## config.mk

```make
export PLATFORM = sky130hd
export DESIGN_NAME = cmstx_port
export DESIGN_NICKNAME = d
export VERILOG_FILES = /design/src/hdl/cmstx_fifo.v /design/src/hdl/cmstx_port.v
export VERILOG_INCLUDE_DIRS = /design/src /design/src/hdl
export SDC_FILE = /design/constraint.sdc
export NUM_CORES = 1
export LEC_CHECK = 0
export BUFFER_PORTS_ARGS = -buffer_cell sky130_fd_sc_hd__buf_2
export CORE_MARGIN = 2
export CORE_UTILIZATION = 45
export CTS_CLUSTER_DIAMETER = 200
export DETAILED_ROUTE_END_ITERATION = 6
export PLACE_DENSITY_LB_ADDON = 0.15
export SETUP_SLACK_MARGIN = 0.2
export SLEW_MARGIN = 0
export SYNTH_ARGS = -nofsm -noshare
export SYNTH_HDL_FRONTEND = slang
export SYNTH_SLANG_ARGS = --single-unit
```

## constraint.sdc

```tcl
create_clock -name i_clk -period 4.3 [get_ports i_clk]
set_input_delay 0.645 -clock i_clk [delete_from_list [all_inputs] [get_ports i_clk]]
set_output_delay 0.645 -clock i_clk [all_outputs]
set_load 0.01 [all_outputs]
```

## src/hdl/cmstx_consts.vh

```
// Constants for the multiplexed cell / MII / SMII transmit port
//
// Overview of operation
// UTOPIA outputs change on transmit clock rises
// Far side supplies MII clock, 25/2.5 MHz
// SMII mode ignores shared transmit clock input
// Multi-PHY: address with enable high, then low
// Low enable marks cell data to PHY
// Single-PHY: enable low means ready to send
// Start flag high with first cell byte
// UTOPIA cell bytes use all eight bits
// MII nibbles on low four data bits
// Bit four valid from preamble to last nibble
// SMII serial on bit seven, MII unused
// SMII shifts on common or source clock rise
// Five-bit address polls, selects one PHY
// No address hashing or filtering here
// Polled PHY answers space one clock later
// Outputs high impedance until interface enabled
`ifndef CMSTX_CONSTS_VH
`define CMSTX_CONSTS_VH

// Port modes
`define CMSTX_MODE_UTOPIA 2'h0
`define CMSTX_MODE_MII    2'h1
`define CMSTX_MODE_SMII   2'h2

// Transmit state codes
`define CMSTX_ST_IDLE 2'h0
`define CMSTX_ST_SEL  2'h1
`define CMSTX_ST_XFER 2'h2

// Levels and enables
`define CMSTX_EN_IDLE  1'h1
`define CMSTX_EN_SEND  1'h0
`define CMSTX_OE_OFF   1'h1
`define CMSTX_OE_ON    1'h0
`define CMSTX_ZERO8    8'h00
`define CMSTX_ZERO5    5'h00

// FIFO word layout: byte, start flag, end flag
`define CMSTX_FIFO_DEPTH 8
`define CMSTX_FIFO_WIDTH 10
`define CMSTX_F_SOF      8
`define CMSTX_F_EOF      9

// Pin positions inside the shared data bus
`define CMSTX_MII_VALID_BIT 4
`define CMSTX_SMII_BIT      7

// Serial bit counter bounds
`define CMSTX_BIT_FIRST 3'h0
`define CMSTX_BIT_LAST  3'h7
`define CMSTX_BIT_ONE   3'h1

// Synchronised pin indexes
`define CMSTX_SYN_CELL_CLK  0
`define CMSTX_SYN_SMII_COMMON_CLOCK  1
`define CMSTX_SYN_SMII_TX   2
`define CMSTX_SYN_SPACE     3
`define CMSTX_SYN_COUNT     4

`endif

```

## src/hdl/cmstx_fifo.v

```verilog
// Small FIFO with a registered read word, sits in the transmit data path
`timescale 1ns/1ps
`default_nettype none

module cmstx_fifo #(
  parameter WIDTH = 10,
  parameter DEPTH = 8,
  parameter AW    = 3
) (
  // Clock and reset
  input  wire             i_clk,
  input  wire             i_rst,
  // Fill side
  input  wire [WIDTH-1:0] i_wr_data,
  input  wire             i_wr_valid,
  output reg              o_wr_ready,
  // Drain side
  output reg  [WIDTH-1:0] o_rd_data,
  output reg              o_rd_valid,
  input  wire             i_rd_ready
);

  reg [WIDTH-1:0] mem [0:DEPTH-1]; // Storage array
  reg [AW-1:0]    wp_r;            // Write pointer
  reg [AW-1:0]    rp_r;            // Read pointer
  reg [AW:0]      cnt_r;           // Words held in the array

  wire push;     // Word accepted from source
  wire fetch;    // Array word moves to output register

  // Full counts array only; output stage adds one spare word
  assign push       = i_wr_valid & o_wr_ready;
  assign fetch      = (cnt_r != {(AW+1){1'b0}}) & (~o_rd_valid | i_rd_ready);

  // Array write, no reset needed on data
  always @(posedge i_clk)
  begin
    if (push)
      mem[wp_r] <= i_wr_data;
  end

  // Pointers, count and registered read word
  always @(posedge i_clk or posedge i_rst)
  begin
    if (i_rst)
    begin
      wp_r       <= {AW{1'b0}};
      rp_r       <= {AW{1'b0}};
      cnt_r      <= {(AW+1){1'b0}};
      o_rd_data  <= {WIDTH{1'b0}};
      o_rd_valid <= 1'b0;
      o_wr_ready <= 1'b1; // Empty array after reset
    end
    else
    begin
      if (push)
        wp_r <= wp_r + {{(AW-1){1'b0}}, 1'b1};
      if (fetch)
      begin
        o_rd_data  <= mem[rp_r];
        o_rd_valid <= 1'b1;
        rp_r       <= rp_r + {{(AW-1){1'b0}}, 1'b1};
      end
      else if (i_rd_ready)
        o_rd_valid <= 1'b0; // Drained, nothing behind it
      // Ready is a flop so the user port sees no count decode glitch
      if (push & ~fetch)
      begin
        cnt_r      <= cnt_r + {{AW{1'b0}}, 1'b1};
        o_wr_ready <= (cnt_r != DEPTH[AW:0] - {{AW{1'b0}}, 1'b1}); // Last slot filling
      end
      else if (fetch & ~push)
      begin
        cnt_r      <= cnt_r - {{AW{1'b0}}, 1'b1};
        o_wr_ready <= 1'b1; // A slot was freed
      end
    end
  end

endmodule

`default_nettype wire

```

## src/hdl/cmstx_port.v

```verilog
// Transmit port: UTOPIA Level 2 master, MII nibble or SMII serial output
`timescale 1ns/1ps
`default_nettype none
`include "cmstx_consts.vh"

module cmstx_port #(
  parameter FIFO_DEPTH = `CMSTX_FIFO_DEPTH,
  parameter FIFO_AW    = 3
) (
  // Clock and reset
  input  wire       i_clk,
  input  wire       i_rst,
  // Configuration levels
  input  wire       i_if_enable,
  input  wire [1:0] i_port_mode,
  input  wire       i_multi_phy_mode,
  input  wire       i_smii_source_sync,
  input  wire [4:0] i_target_phy,
  // Byte stream from the user side
  input  wire [7:0] i_tx_byte,
  input  wire       i_tx_sof,
  input  wire       i_tx_eof,
  input  wire       i_tx_valid,
  output wire       o_tx_ready,
  // Link clocks and flow control pins
  input  wire       i_cell_tx_clock_in,
  input  wire       i_smii_common_clock,
  input  wire       i_smii_source_sync_tx_clock,
  input  wire       i_cell_tx_space_available_in,
  // Shared data bus pins
  output reg  [7:0] o_cell_tx_byte_bus,
  output reg        o_cell_tx_byte_bus_oe_n,
  // Cell control pins
  output reg        o_cell_tx_start_flag,
  output reg        o_cell_tx_start_flag_oe_n,
  output reg        o_cell_tx_enable_out_n,
  output reg        o_cell_tx_enable_out_oe_n,
  // PHY address pins
  output reg  [4:0] o_cell_tx_phy_select_bus,
  output reg        o_cell_tx_phy_select_bus_oe_n
);

  // Pin synchroniser stages, one bit per external input
  reg  [`CMSTX_SYN_COUNT-1:0] syn1_r;  // First stage, read by syn2 only
  reg  [`CMSTX_SYN_COUNT-1:0] syn2_r;  // Second stage
  reg  [`CMSTX_SYN_COUNT-1:0] syn3_r;  // Third stage
  reg  [`CMSTX_SYN_COUNT-1:0] lvl_r;   // Filtered level
  reg  [`CMSTX_SYN_COUNT-1:0] lvl_d_r; // Level one cycle back
  wire [`CMSTX_SYN_COUNT-1:0] pins;    // Raw pin vector
  wire [`CMSTX_SYN_COUNT-1:0] rise;    // Filtered rising edges

  // Transmit engine state
  reg  [1:0] state_r;    // Engine state
  reg        nib_hi_r;   // MII: high nibble is next
  reg  [2:0] bit_r;      // SMII: next bit of the byte
  reg        en_r;       // Registered interface enable
  reg        pop;        // Consume FIFO head this cycle
  wire       tick;       // Active link clock rise
  wire       multi;      // Multi-PHY UTOPIA operation

  // FIFO drain side
  wire [`CMSTX_FIFO_WIDTH-1:0] head;   // Head word
  wire                         head_v; // Head word valid
  wire [7:0]                   hbyte;  // Head data byte
  wire                         hsof;   // Head starts a cell or frame
  wire                         heof;   // Head ends a cell or frame

  assign pins = {i_cell_tx_space_available_in, i_smii_source_sync_tx_clock,
                 i_smii_common_clock, i_cell_tx_clock_in};

  // Three-stage synchroniser and edge finder per pin
  genvar g;
  generate
    for (g = 0; g < `CMSTX_SYN_COUNT; g = g + 1)
    begin : g_syn
      // Level moves only once stages two and three agree
      always @(posedge i_clk or posedge i_rst)
      begin
        if (i_rst)
        begin
          syn1_r[g]  <= 1'b0;
          syn2_r[g]  <= 1'b0;
          syn3_r[g]  <= 1'b0;
          lvl_r[g]   <= 1'b0;
          lvl_d_r[g] <= 1'b0;
        end
        else
        begin
          syn1_r[g]  <= pins[g];
          syn2_r[g]  <= syn1_r[g];
          syn3_r[g]  <= syn2_r[g];
          if (syn2_r[g] == syn3_r[g])
            lvl_r[g] <= syn3_r[g];
          lvl_d_r[g] <= lvl_r[g];
        end
      end
      assign rise[g] = lvl_r[g] & ~lvl_d_r[g];
    end
  endgenerate

  // Pick the clock that paces the current mode
  // SMII never looks at the shared transmit clock pin
  // SMII edge source follows the sync option
  assign tick = (i_port_mode == `CMSTX_MODE_SMII) ?
                (i_smii_source_sync ? rise[`CMSTX_SYN_SMII_TX] : rise[`CMSTX_SYN_SMII_COMMON_CLOCK]) :
                rise[`CMSTX_SYN_CELL_CLK];

  assign multi = i_multi_phy_mode & (i_port_mode == `CMSTX_MODE_UTOPIA);

  // Data path FIFO; back-pressure reaches the user through ready
  cmstx_fifo #(
    .WIDTH (`CMSTX_FIFO_WIDTH),
    .DEPTH (FIFO_DEPTH),
    .AW    (FIFO_AW)
  ) u_fifo (
    .i_clk      (i_clk),
    .i_rst      (i_rst),
    .i_wr_data  ({i_tx_eof, i_tx_sof, i_tx_byte}),
    .i_wr_valid (i_tx_valid),
    .o_wr_ready (o_tx_ready),
    .o_rd_data  (head),
    .o_rd_valid (head_v),
    .i_rd_ready (pop)
  );

  assign hbyte = head[7:0];
  assign hsof  = head[`CMSTX_F_SOF];
  assign heof  = head[`CMSTX_F_EOF];

  // Decide when the engine consumes the head word
  always @*
  begin
    pop = 1'b0;
    if (en_r && tick && head_v)
    begin
      case (i_port_mode)
        `CMSTX_MODE_UTOPIA:
        begin
          // Single-PHY sends straight from idle; multi-PHY after select
          if (state_r == `CMSTX_ST_XFER)
            pop = 1'b1;
          else if (state_r == `CMSTX_ST_IDLE)
            pop = ~multi;
          else
            pop = lvl_r[`CMSTX_SYN_SPACE];
        end
        `CMSTX_MODE_MII:
          pop = (state_r == `CMSTX_ST_XFER) & nib_hi_r;
        `CMSTX_MODE_SMII:
          pop = (state_r == `CMSTX_ST_XFER) & (bit_r == `CMSTX_BIT_LAST);
        default:
          pop = 1'b0;
      endcase
    end
  end

  // Output enables: every pin floats until the interface is enabled
  always @(posedge i_clk or posedge i_rst)
  begin
    if (i_rst)
    begin
      en_r                          <= 1'b0;
      o_cell_tx_byte_bus_oe_n       <= `CMSTX_OE_OFF;
      o_cell_tx_start_flag_oe_n     <= `CMSTX_OE_OFF;
      o_cell_tx_enable_out_oe_n     <= `CMSTX_OE_OFF;
      o_cell_tx_phy_select_bus_oe_n <= `CMSTX_OE_OFF;
    end
    else
    begin
      en_r                          <= i_if_enable;
      o_cell_tx_byte_bus_oe_n       <= en_r ? `CMSTX_OE_ON : `CMSTX_OE_OFF;
      // Cell control pins only mean something in UTOPIA mode
      o_cell_tx_start_flag_oe_n     <= (en_r && i_port_mode == `CMSTX_MODE_UTOPIA) ?
                                       `CMSTX_OE_ON : `CMSTX_OE_OFF;
      o_cell_tx_enable_out_oe_n     <= (en_r && i_port_mode == `CMSTX_MODE_UTOPIA) ?
                                       `CMSTX_OE_ON : `CMSTX_OE_OFF;
      // Address bus driven only when several PHYs share the port
      o_cell_tx_phy_select_bus_oe_n <= (en_r && multi) ? `CMSTX_OE_ON : `CMSTX_OE_OFF;
    end
  end

  // Transmit engine; while enabled, pins move only on a link clock rise
  // No address match or hash here: frames pass as queued
  always @(posedge i_clk or posedge i_rst)
  begin
    if (i_rst)
    begin
      state_r                  <= `CMSTX_ST_IDLE;
      nib_hi_r                 <= 1'b0;
      bit_r                    <= `CMSTX_BIT_FIRST;
      o_cell_tx_byte_bus       <= `CMSTX_ZERO8;
      o_cell_tx_start_flag     <= 1'b0;
      o_cell_tx_enable_out_n   <= `CMSTX_EN_IDLE;
      o_cell_tx_phy_select_bus <= `CMSTX_ZERO5;
    end
    else if (!en_r)
    begin
      // Disabled: park state, data and control pins, drop any partial transfer; address holds
      state_r                <= `CMSTX_ST_IDLE;
      nib_hi_r               <= 1'b0;
      bit_r                  <= `CMSTX_BIT_FIRST;
      o_cell_tx_byte_bus     <= `CMSTX_ZERO8;
      o_cell_tx_start_flag   <= 1'b0;
      o_cell_tx_enable_out_n <= `CMSTX_EN_IDLE;
    end
    else if (tick)
    begin
      case (i_port_mode)
        // Cell transfer, one byte per transmit clock
        `CMSTX_MODE_UTOPIA:
        begin
          case (state_r)
            `CMSTX_ST_IDLE:
            begin
              o_cell_tx_start_flag   <= 1'b0;
              o_cell_tx_enable_out_n <= `CMSTX_EN_IDLE;
              if (head_v && multi)
              begin
                // Address this clock, enable still high
                o_cell_tx_phy_select_bus <= i_target_phy;
                state_r                  <= `CMSTX_ST_SEL;
              end
              else if (head_v)
              begin
                // Enable low: ready to send to the only PHY
                o_cell_tx_byte_bus     <= hbyte;
                o_cell_tx_start_flag   <= hsof;
                o_cell_tx_enable_out_n <= `CMSTX_EN_SEND;
                state_r                <= heof ? `CMSTX_ST_IDLE : `CMSTX_ST_XFER;
              end
            end
            `CMSTX_ST_SEL:
            begin
              // Space answer arrives one clock after the address
              if (lvl_r[`CMSTX_SYN_SPACE] && head_v)
              begin
                o_cell_tx_byte_bus     <= hbyte;
                o_cell_tx_start_flag   <= hsof;
                o_cell_tx_enable_out_n <= `CMSTX_EN_SEND;
                state_r                <= heof ? `CMSTX_ST_IDLE : `CMSTX_ST_XFER;
              end
              else
                state_r <= `CMSTX_ST_IDLE; // PHY full, poll again
            end
            `CMSTX_ST_XFER:
            begin
              if (head_v)
              begin
                // Enable low while cell bytes flow
                o_cell_tx_byte_bus     <= hbyte;
                o_cell_tx_start_flag   <= hsof;
                o_cell_tx_enable_out_n <= `CMSTX_EN_SEND;
                if (heof)
                  state_r <= `CMSTX_ST_IDLE;
              end
              else
              begin
                // Underrun: pause the cell, keep the address
                o_cell_tx_start_flag   <= 1'b0;
                o_cell_tx_enable_out_n <= `CMSTX_EN_IDLE;
              end
            end
            default:
              state_r <= `CMSTX_ST_IDLE;
          endcase
        end
        // Frame transfer, low nibble first
        `CMSTX_MODE_MII:
        begin
          o_cell_tx_byte_bus[7:5] <= 3'h0; // Bit seven unused here
          case (state_r)
            `CMSTX_ST_IDLE:
            begin
              // Valid drops for one clock between frames
              o_cell_tx_byte_bus[`CMSTX_MII_VALID_BIT] <= 1'b0;
              if (head_v && !o_cell_tx_byte_bus[`CMSTX_MII_VALID_BIT])
              begin
                o_cell_tx_byte_bus[3:0]                  <= hbyte[3:0];
                o_cell_tx_byte_bus[`CMSTX_MII_VALID_BIT] <= 1'b1;
                nib_hi_r                                 <= 1'b1;
                state_r                                  <= `CMSTX_ST_XFER;
              end
            end
            `CMSTX_ST_XFER:
            begin
              if (nib_hi_r)
              begin
                o_cell_tx_byte_bus[3:0] <= hbyte[7:4];
                nib_hi_r                <= 1'b0;
                if (heof)
                  state_r <= `CMSTX_ST_IDLE; // Valid falls after this nibble
              end
              else if (head_v)
              begin
                o_cell_tx_byte_bus[3:0] <= hbyte[3:0];
                nib_hi_r                <= 1'b1;
              end
            end
            default:
              state_r <= `CMSTX_ST_IDLE;
          endcase
        end
        // Serial transfer, least significant bit first
        `CMSTX_MODE_SMII:
        begin
          o_cell_tx_byte_bus[6:0] <= 7'h00;
          case (state_r)
            `CMSTX_ST_IDLE:
            begin
              o_cell_tx_byte_bus[`CMSTX_SMII_BIT] <= 1'b0;
              if (head_v)
              begin
                o_cell_tx_byte_bus[`CMSTX_SMII_BIT] <= hbyte[0];
                bit_r                               <= `CMSTX_BIT_ONE;
                state_r                             <= `CMSTX_ST_XFER;
              end
            end
            `CMSTX_ST_XFER:
            begin
              if (bit_r != `CMSTX_BIT_FIRST || head_v)
              begin
                o_cell_tx_byte_bus[`CMSTX_SMII_BIT] <= hbyte[bit_r];
                bit_r                               <= bit_r + `CMSTX_BIT_ONE;
                if (bit_r == `CMSTX_BIT_LAST && heof)
                  state_r <= `CMSTX_ST_IDLE;
              end
              else
                o_cell_tx_byte_bus[`CMSTX_SMII_BIT] <= 1'b0; // Underrun idles low
            end
            default:
              state_r <= `CMSTX_ST_IDLE;
          endcase
        end
        default:
          state_r <= `CMSTX_ST_IDLE;
      endcase
    end
  end

endmodule

`default_nettype wire

```

### After elaboration in Yosys (flattened, before gate mapping)

Memories as Yosys holds them, arrays and structs flattened. A register that Yosys moved wholly into a read port is not among the register bits.
Index checks and enable logic that the tools add are counted.
Widths: inputs -> output; s select.

| word-level totals | value |
|---|---|
| bits in registers | 56 |
| bits in writable memories | 80 |
| bits of input ports | 27 |
| output and inout port bits | 20 |
| logic and storage cells | 201 |
| memories | 1 |

Memories:

| name | depth | width | read ports | clocked after memory_dff | write ports | RTL line | RTL |
|---|---|---|---|---|---|---|---|
| u_fifo.mem | 8 | 10 | 1 | 1 | 1 | cmstx_fifo.v:23 | `reg [WIDTH-1:0] mem [0:DEPTH-1];` |

| operators by class | value |
|---|---|
| add/sub/neg operators | 5 |
| $lt $le $gt $ge | 1 |
| equality and inequality tests | 35 |
| muxes and demuxes | 78 |
| bitwise logic cells | 18 |
| reduce and logical (&&, ||, !) cells | 25 |

Operators with widths:

| kind | number |
|---|---|
| $pmux 8 s3 | 2 |
| $mux 8 | 5 |
| $mux 1 | 36 |
| $mux 2 | 13 |
| $ne 4x3->1 const B | 5 |
| $ne 4x4->1 const B | 5 |
| $mux 4 | 4 |
| $reduce_and 8->1 | 2 |
| $mux 3 | 5 |
| $reduce_and 5->1 | 3 |
| $pmux 2 s3 | 2 |
| $reduce_and 6->1 | 2 |
| $and 1x1->1 | 10 |
| $add 3x1->3 const B | 3 |
| $ne 3x2->1 const B | 3 |
| $pmux 1 s3 | 3 |
| $logic_and 1x1->1 | 8 |
| $ne 2x1->1 const B | 4 |
| $ne 4x1->1 const B | 2 |
| $pmux 2 s2 | 2 |
| $pmux 4 s2 | 1 |
| $reduce_and 4->1 | 2 |
| $not 1->1 | 7 |
| $ne 3x3->1 const B | 2 |
| 23 further kinds | 31 |

### Longest topological paths before layout

| logic depth | value |
|---|---|
| depth in word-level cells | 12 |
| gate-level depth with buffers | 16 |
| depth with buffers taken out | 14 |

### Cells and area by module

Synthesis repeated with hierarchy kept, for this count alone.

| unflattened totals | value |
|---|---|
| cell total of the unflattened synthesis | 497 |
| area, all modules | 6560.0 um^2 |

By module, submodules not included:

| module | instances | cells each | area an instance (um^2) | seq. area each (um^2) |
|---|---|---|---|---|
| cmstx_fifo | 1 | 266 | 4124.0 | 2954.1 |
| cmstx_port | 1 | 231 | 2436.1 | 1106.1 |

### Worst setup path after synthesis

OpenSTA, ideal clock, no wires.

| timing | value |
|---|---|
| path kind | in2reg |
| start | input i_port_mode[0] |
| end | register u_fifo.cnt_r[3] |
| library setup time | 0.125 ns |
| arrival time | 3.254 ns |
| required time | 4.175 ns |
| setup slack | 0.921 ns |
| stages on the path | 15 |
| buffers on the path | 2 |
| cells stage by stage | inv_1 ha_1 buf_6 or3b_4 a31oi_4 o2111ai_4 a21oi_4 buf_12 inv_1 ha_1 inv_1 ha_1 a31oi_1 o221ai_1 xnor2_1 |

| between the ends | value |
|---|---|
| longest elaborated chain between the ends | 12 |
| elaborated cells between the ends (all ways) | 19 |
| classes of those cells | 2 x eq/ne; 6 x mux; 7 x bitwise; 4 x reduce/logical |

Ends and longest elaborated chain:

| element | RTL line | RTL |
|---|---|---|
| start, declared | cmstx_port.v:15 | `input wire [1:0] i_port_mode,` |
| $logic_not 2->1 | cmstx_port.v:136 | `case (i_port_mode)` |
| $and 1x1->1 | cmstx_port.v:108 | `` assign multi = i_multi_phy_mode & (i_port_mode == `CMSTX_MODE_UTOPIA); `` |
| $not 1->1 | cmstx_port.v:143 | `pop = ~multi;` |
| $mux 1 | cmstx_port.v:142 | `` else if (state_r == `CMSTX_ST_IDLE) `` |
| $mux 1 | cmstx_port.v:140 | `` if (state_r == `CMSTX_ST_XFER) `` |
| $pmux 1 s3 | cmstx_port.v:136 |  |
| $mux 1 (*) | cmstx_port.v:134 | `if (en_r && tick && head_v)` |
| $or 1x1->1 (*) | cmstx_fifo.v:33 | `assign fetch = (cnt_r != {(AW+1){1'b0}}) & (~o_rd_valid \| i_rd_ready);` |
| $and 1x1->1 (*) | cmstx_fifo.v:33 |  |
| $not 1->1 | cmstx_fifo.v:67 | `if (push & ~fetch)` |
| $and 1x1->1 | cmstx_fifo.v:67 |  |
| $mux 4 / $reduce_bool 2->1 (equally long branches) | - |  |
| end signal, assigned | cmstx_fifo.v:49 | `cnt_r <= {(AW+1){1'b0}};` |
| end signal, assigned | cmstx_fifo.v:69 | `cnt_r <= cnt_r + {{AW{1'b0}}, 1'b1};` |
| end signal, assigned | cmstx_fifo.v:74 | `cnt_r <= cnt_r - {{AW{1'b0}}, 1'b1};` |
| end, declared | cmstx_fifo.v:26 | `reg [AW:0] cnt_r;` |

Mark *: on every way between the ends. The rest lies on a longest branch, timed or not.
A chain may end at the register's enable or synchronous reset.

### Worst setup path in the final report

Ends and elaborated chain as after synthesis.

==> flow_summary.json <==
{
  "cts_buffers": 17,
  "wire_per_inst_um": 18.50,
  "grt_pass1_wl_um": 19670,
  "route.vias.total": 3673,
  "worst_pin_slew_ns": 1.147,
  "yosys.area.top_type": "edfxtp_1",
  "core_area_um2": 13930,
  "synth_seq_cells": 146,
  "grt_start_max_net_pins": 37,
  "p_leak_nw": 2.893,
  "max_slew_margin_pct": 23.56,
  "synth_area_um2": 6424,
  "outcome": "finished clean",
  "hold_buffers": 0,
  "ys_warn_count": 0,
  "ant_nets": 0,
  "rsz0062_at_grt": "no",
  "cp_data_required_time_ns": 4.60,
  "grt_use_total_pct": 17.82,
  "fillers": 1186,
  "port_buffers": 46,
  "synth_cell_types": 60,
  "start_util_pct": 46.10,
  "hpwlAfterDp_um": 8248,
  "crit_type": "primary input to flop",
  "met1_length_um": 5396,
  "overflow": 0,
  "dieWidth_um": 123.5,
  "synth_area_leaders": "edfxtp_1, dfrtp_1, mux4_2",
  "dr_wl_met3_um": 485,
  "final_common_cell": "edfxtp_1",
  "synth_top_area_share_pct": 37.40,
  "n_antenna_cell": 0,
  "cts.htree.levels": 4,
  "insertion_delay_ns": 0.42,
  "drt_iter0_drc": 291,
  "die_h_um": 123.5,
  "root_buffer": "clkbuf_16",
  "cp-end-kind": "flop",
  "ctsResizeCount": 0,
  "area_delta_synth_final_pct": 15.17,
  "drv_cap": 0,
  "synth_cells": 424,
  "grt_pass1_vias": 3692,
  "irDropWorstVdd_v": 0.0003688,
  "slowest_stage": "or3b_4",
  "whs_path_depth": 1,
  "tritoncts": "yes",
  "synth_edf_count": 80,
  "cp_slowest_stage_delay_ns": 0.47,
  "finalHoldViolCount": 0,
  "routed_wirelength_um": 12360,
  "fmax_ghz": 0.3142,
  "io_pins": 47,
  "final_cells": 668,
  "final_cell_mix": "edfxtp_1, dfrtp_1, buf_2",
  "drcViolationCount": 0,
  "syn_area_per_cell_um2": 15.15,
  "finalNetCount": 519,
  "clockBufferDepth": 2,
  "layout-drive-gt1-share_pct": 30.12,
  "clk_pin_slew_ns": 0.06,
  "antenna_found_initial": 0,
  "path_cells": "buf_2 > inv_1 > ha_1 > or3b_4 > a31oi_4 > o2111ai_4 > a21oi_4 > inv_1 > ha_1 > inv_1 > ha_1 > o21ai_0 > a21oi_1 > o221ai_1 > xnor2_1",
  "crit_fanout": 9,
  "crit_cells": 15,
  "fp-row-count": 43,
  "top_layer_used": "met4",
  "slew_viol_final": 0,
  "synth_fp_nets": 468,
  "worst_hold_path_type": "primary input to flop",
  "crit_buf_inv": 4,
  "ys.flop_type": "edfxtp_1",
  "post_cts_buffers": 0,
  "clock_sinks": 146,
  "via_per_inst": 5.499,
  "powerDensity_nw_per_um2": 538.8,
  "skew_ns": 0.008604,
  "cp_top_family": "compound AO/OA/AOI/OAI gates",
  "wl_met2_um": 6228,
  "async_flop_share_pct": 45.21,
  "min_period_ns": 3.183,
  "setup-violations-final": 0,
  "placed_cells": 636,
  "reg2reg_depth": 14,
  "dieArea_um2": 15250,
  "start_kind": "primary input",
  "ys_seq_area_share_pct": 63.21,
  "gp_congestion": 0.8464,
  "critPathArrivalTime_ns": 3.49,
  "totalNegativeSetupSlack_ns": 0,
  "first_pass_iters": 5,
  "post-route-period-util_pct": 74.02
}
sequential cells by signal (all words and copies together), names as in the netlist, 2 cells and up:
signal and flops:
state_r 2, syn2_r 4, u_fifo.o_rd_data 10, syn1_r 4
u_fifo.rp_r 3, syn3_r 4, lvl_r 4, lvl_d_r 3
u_fifo.cnt_r 4, o_cell_tx_byte_bus 8, bit_r 3, o_cell_tx_phy_select_bus 5
u_fifo.mem 80, u_fifo.wp_r 3
metrics by stage:
| step | area [um^2] | setup WS, ns | power, mW | hold WS, ns | util, % |
|---|---|---|---|---|---|
| CTS | 7398 | 1.158 | 4.039 | 0.3122 | 53.09 |
| finish | 7398 | 1.117 | 3.986 | 0.3294 | 53.09 |
| global placement | 6849 | 0.8955 | 2.644 | 0.3354 | 49.15 |
| detailed placement | 6849 | 0.7107 | 2.675 | 0.3347 | 49.15 |
| floorplan | 6424 | 0.9213 | 2.414 | 0.3312 | - |
| global route | 7398 | 0.9030 | 4.196 | 0.3040 | 53.09 |
cell usage after synthesis (9+ instances only):
| master | count |
|---|---|
| nor2_1 | 15 |
| mux4_2 | 22 |
| mux2_2 | 22 |
| clkbuf_1 | 13 |
| nand3_1 | 10 |
| mux2i_1 | 11 |
| a21oi_1 | 12 |
| ha_1 | 17 |
| edfxtp_1 | 80 |
| nand2_1 | 21 |
| inv_1 | 18 |
| dfrtp_1 | 61 |
| o21ai_0 | 14 |
| nor2b_1 | 9 |
cell families (layout without fill, tap and decap cells):
kind of cell,count (synthesis),in the layout,synth area share [%]
adder cells (fa/ha/maj),21,21,3.935
multiplexers,61,61,14.69
flip-flops,146,146,63.21
buffers and inverters,37,101,2.649
AO/OA/AOI/OAI,57,57,6.545
AND/OR/NAND/NOR,94,94,7.889
XOR/XNOR,8,8,1.091
cell type report:
type	count	area, um^2	share of cell area [%]
clock inverter	15	123.9	1.674
inverter	18	67.56	0.9132
tap	180	225.2	3.044
sequential	146	4060	54.88
clock buffer	17	425.4	5.750
timing repair buffer	51	267.8	3.619
multi-input combinational	241	2228	30.12
worst paths after layout:
| check | startpoint | slack, ns | end |
|---|---|---|---|
| max | i_port_mode[0] | 1.12 | u_fifo.cnt_r[3]$_DFFE_PP0P_ |
| min reg2reg | syn1_r[1]$_DFF_PP0_ | 0.34 | syn2_r[1]$_DFF_PP0_ |
| max reg2reg | state_r[0]$_DFFE_PP0P_ | 1.19 | u_fifo.cnt_r[3]$_DFFE_PP0P_ |
| min | i_cell_tx_space_available_in | 0.33 | syn1_r[3]$_DFF_PP0_ |
| min in group asynchronous | i_rst | 0.34 | syn2_r[1]$_DFF_PP0_ |
| max in group asynchronous | i_rst | 3.03 | o_cell_tx_enable_out_n$_DFFE_PP1P_ |
routing by layer:
metal / vias up / GRT usage (%)
met5: - / 0
met4: 0 / 8.381
met3: 23 / 4.566
met2: 96 / 28.47
met1: 1847 / 22.82
li1: 1707 / -
report_power, final:
part,switching [mW],total (mW),internal [mW]
combinational,0.327,0.723,0.396
sequential,0.215,1.91,1.70
clock,0.601,1.35,0.751
total,1.14,3.99,2.84
Power figures use the tool's default switching activity.
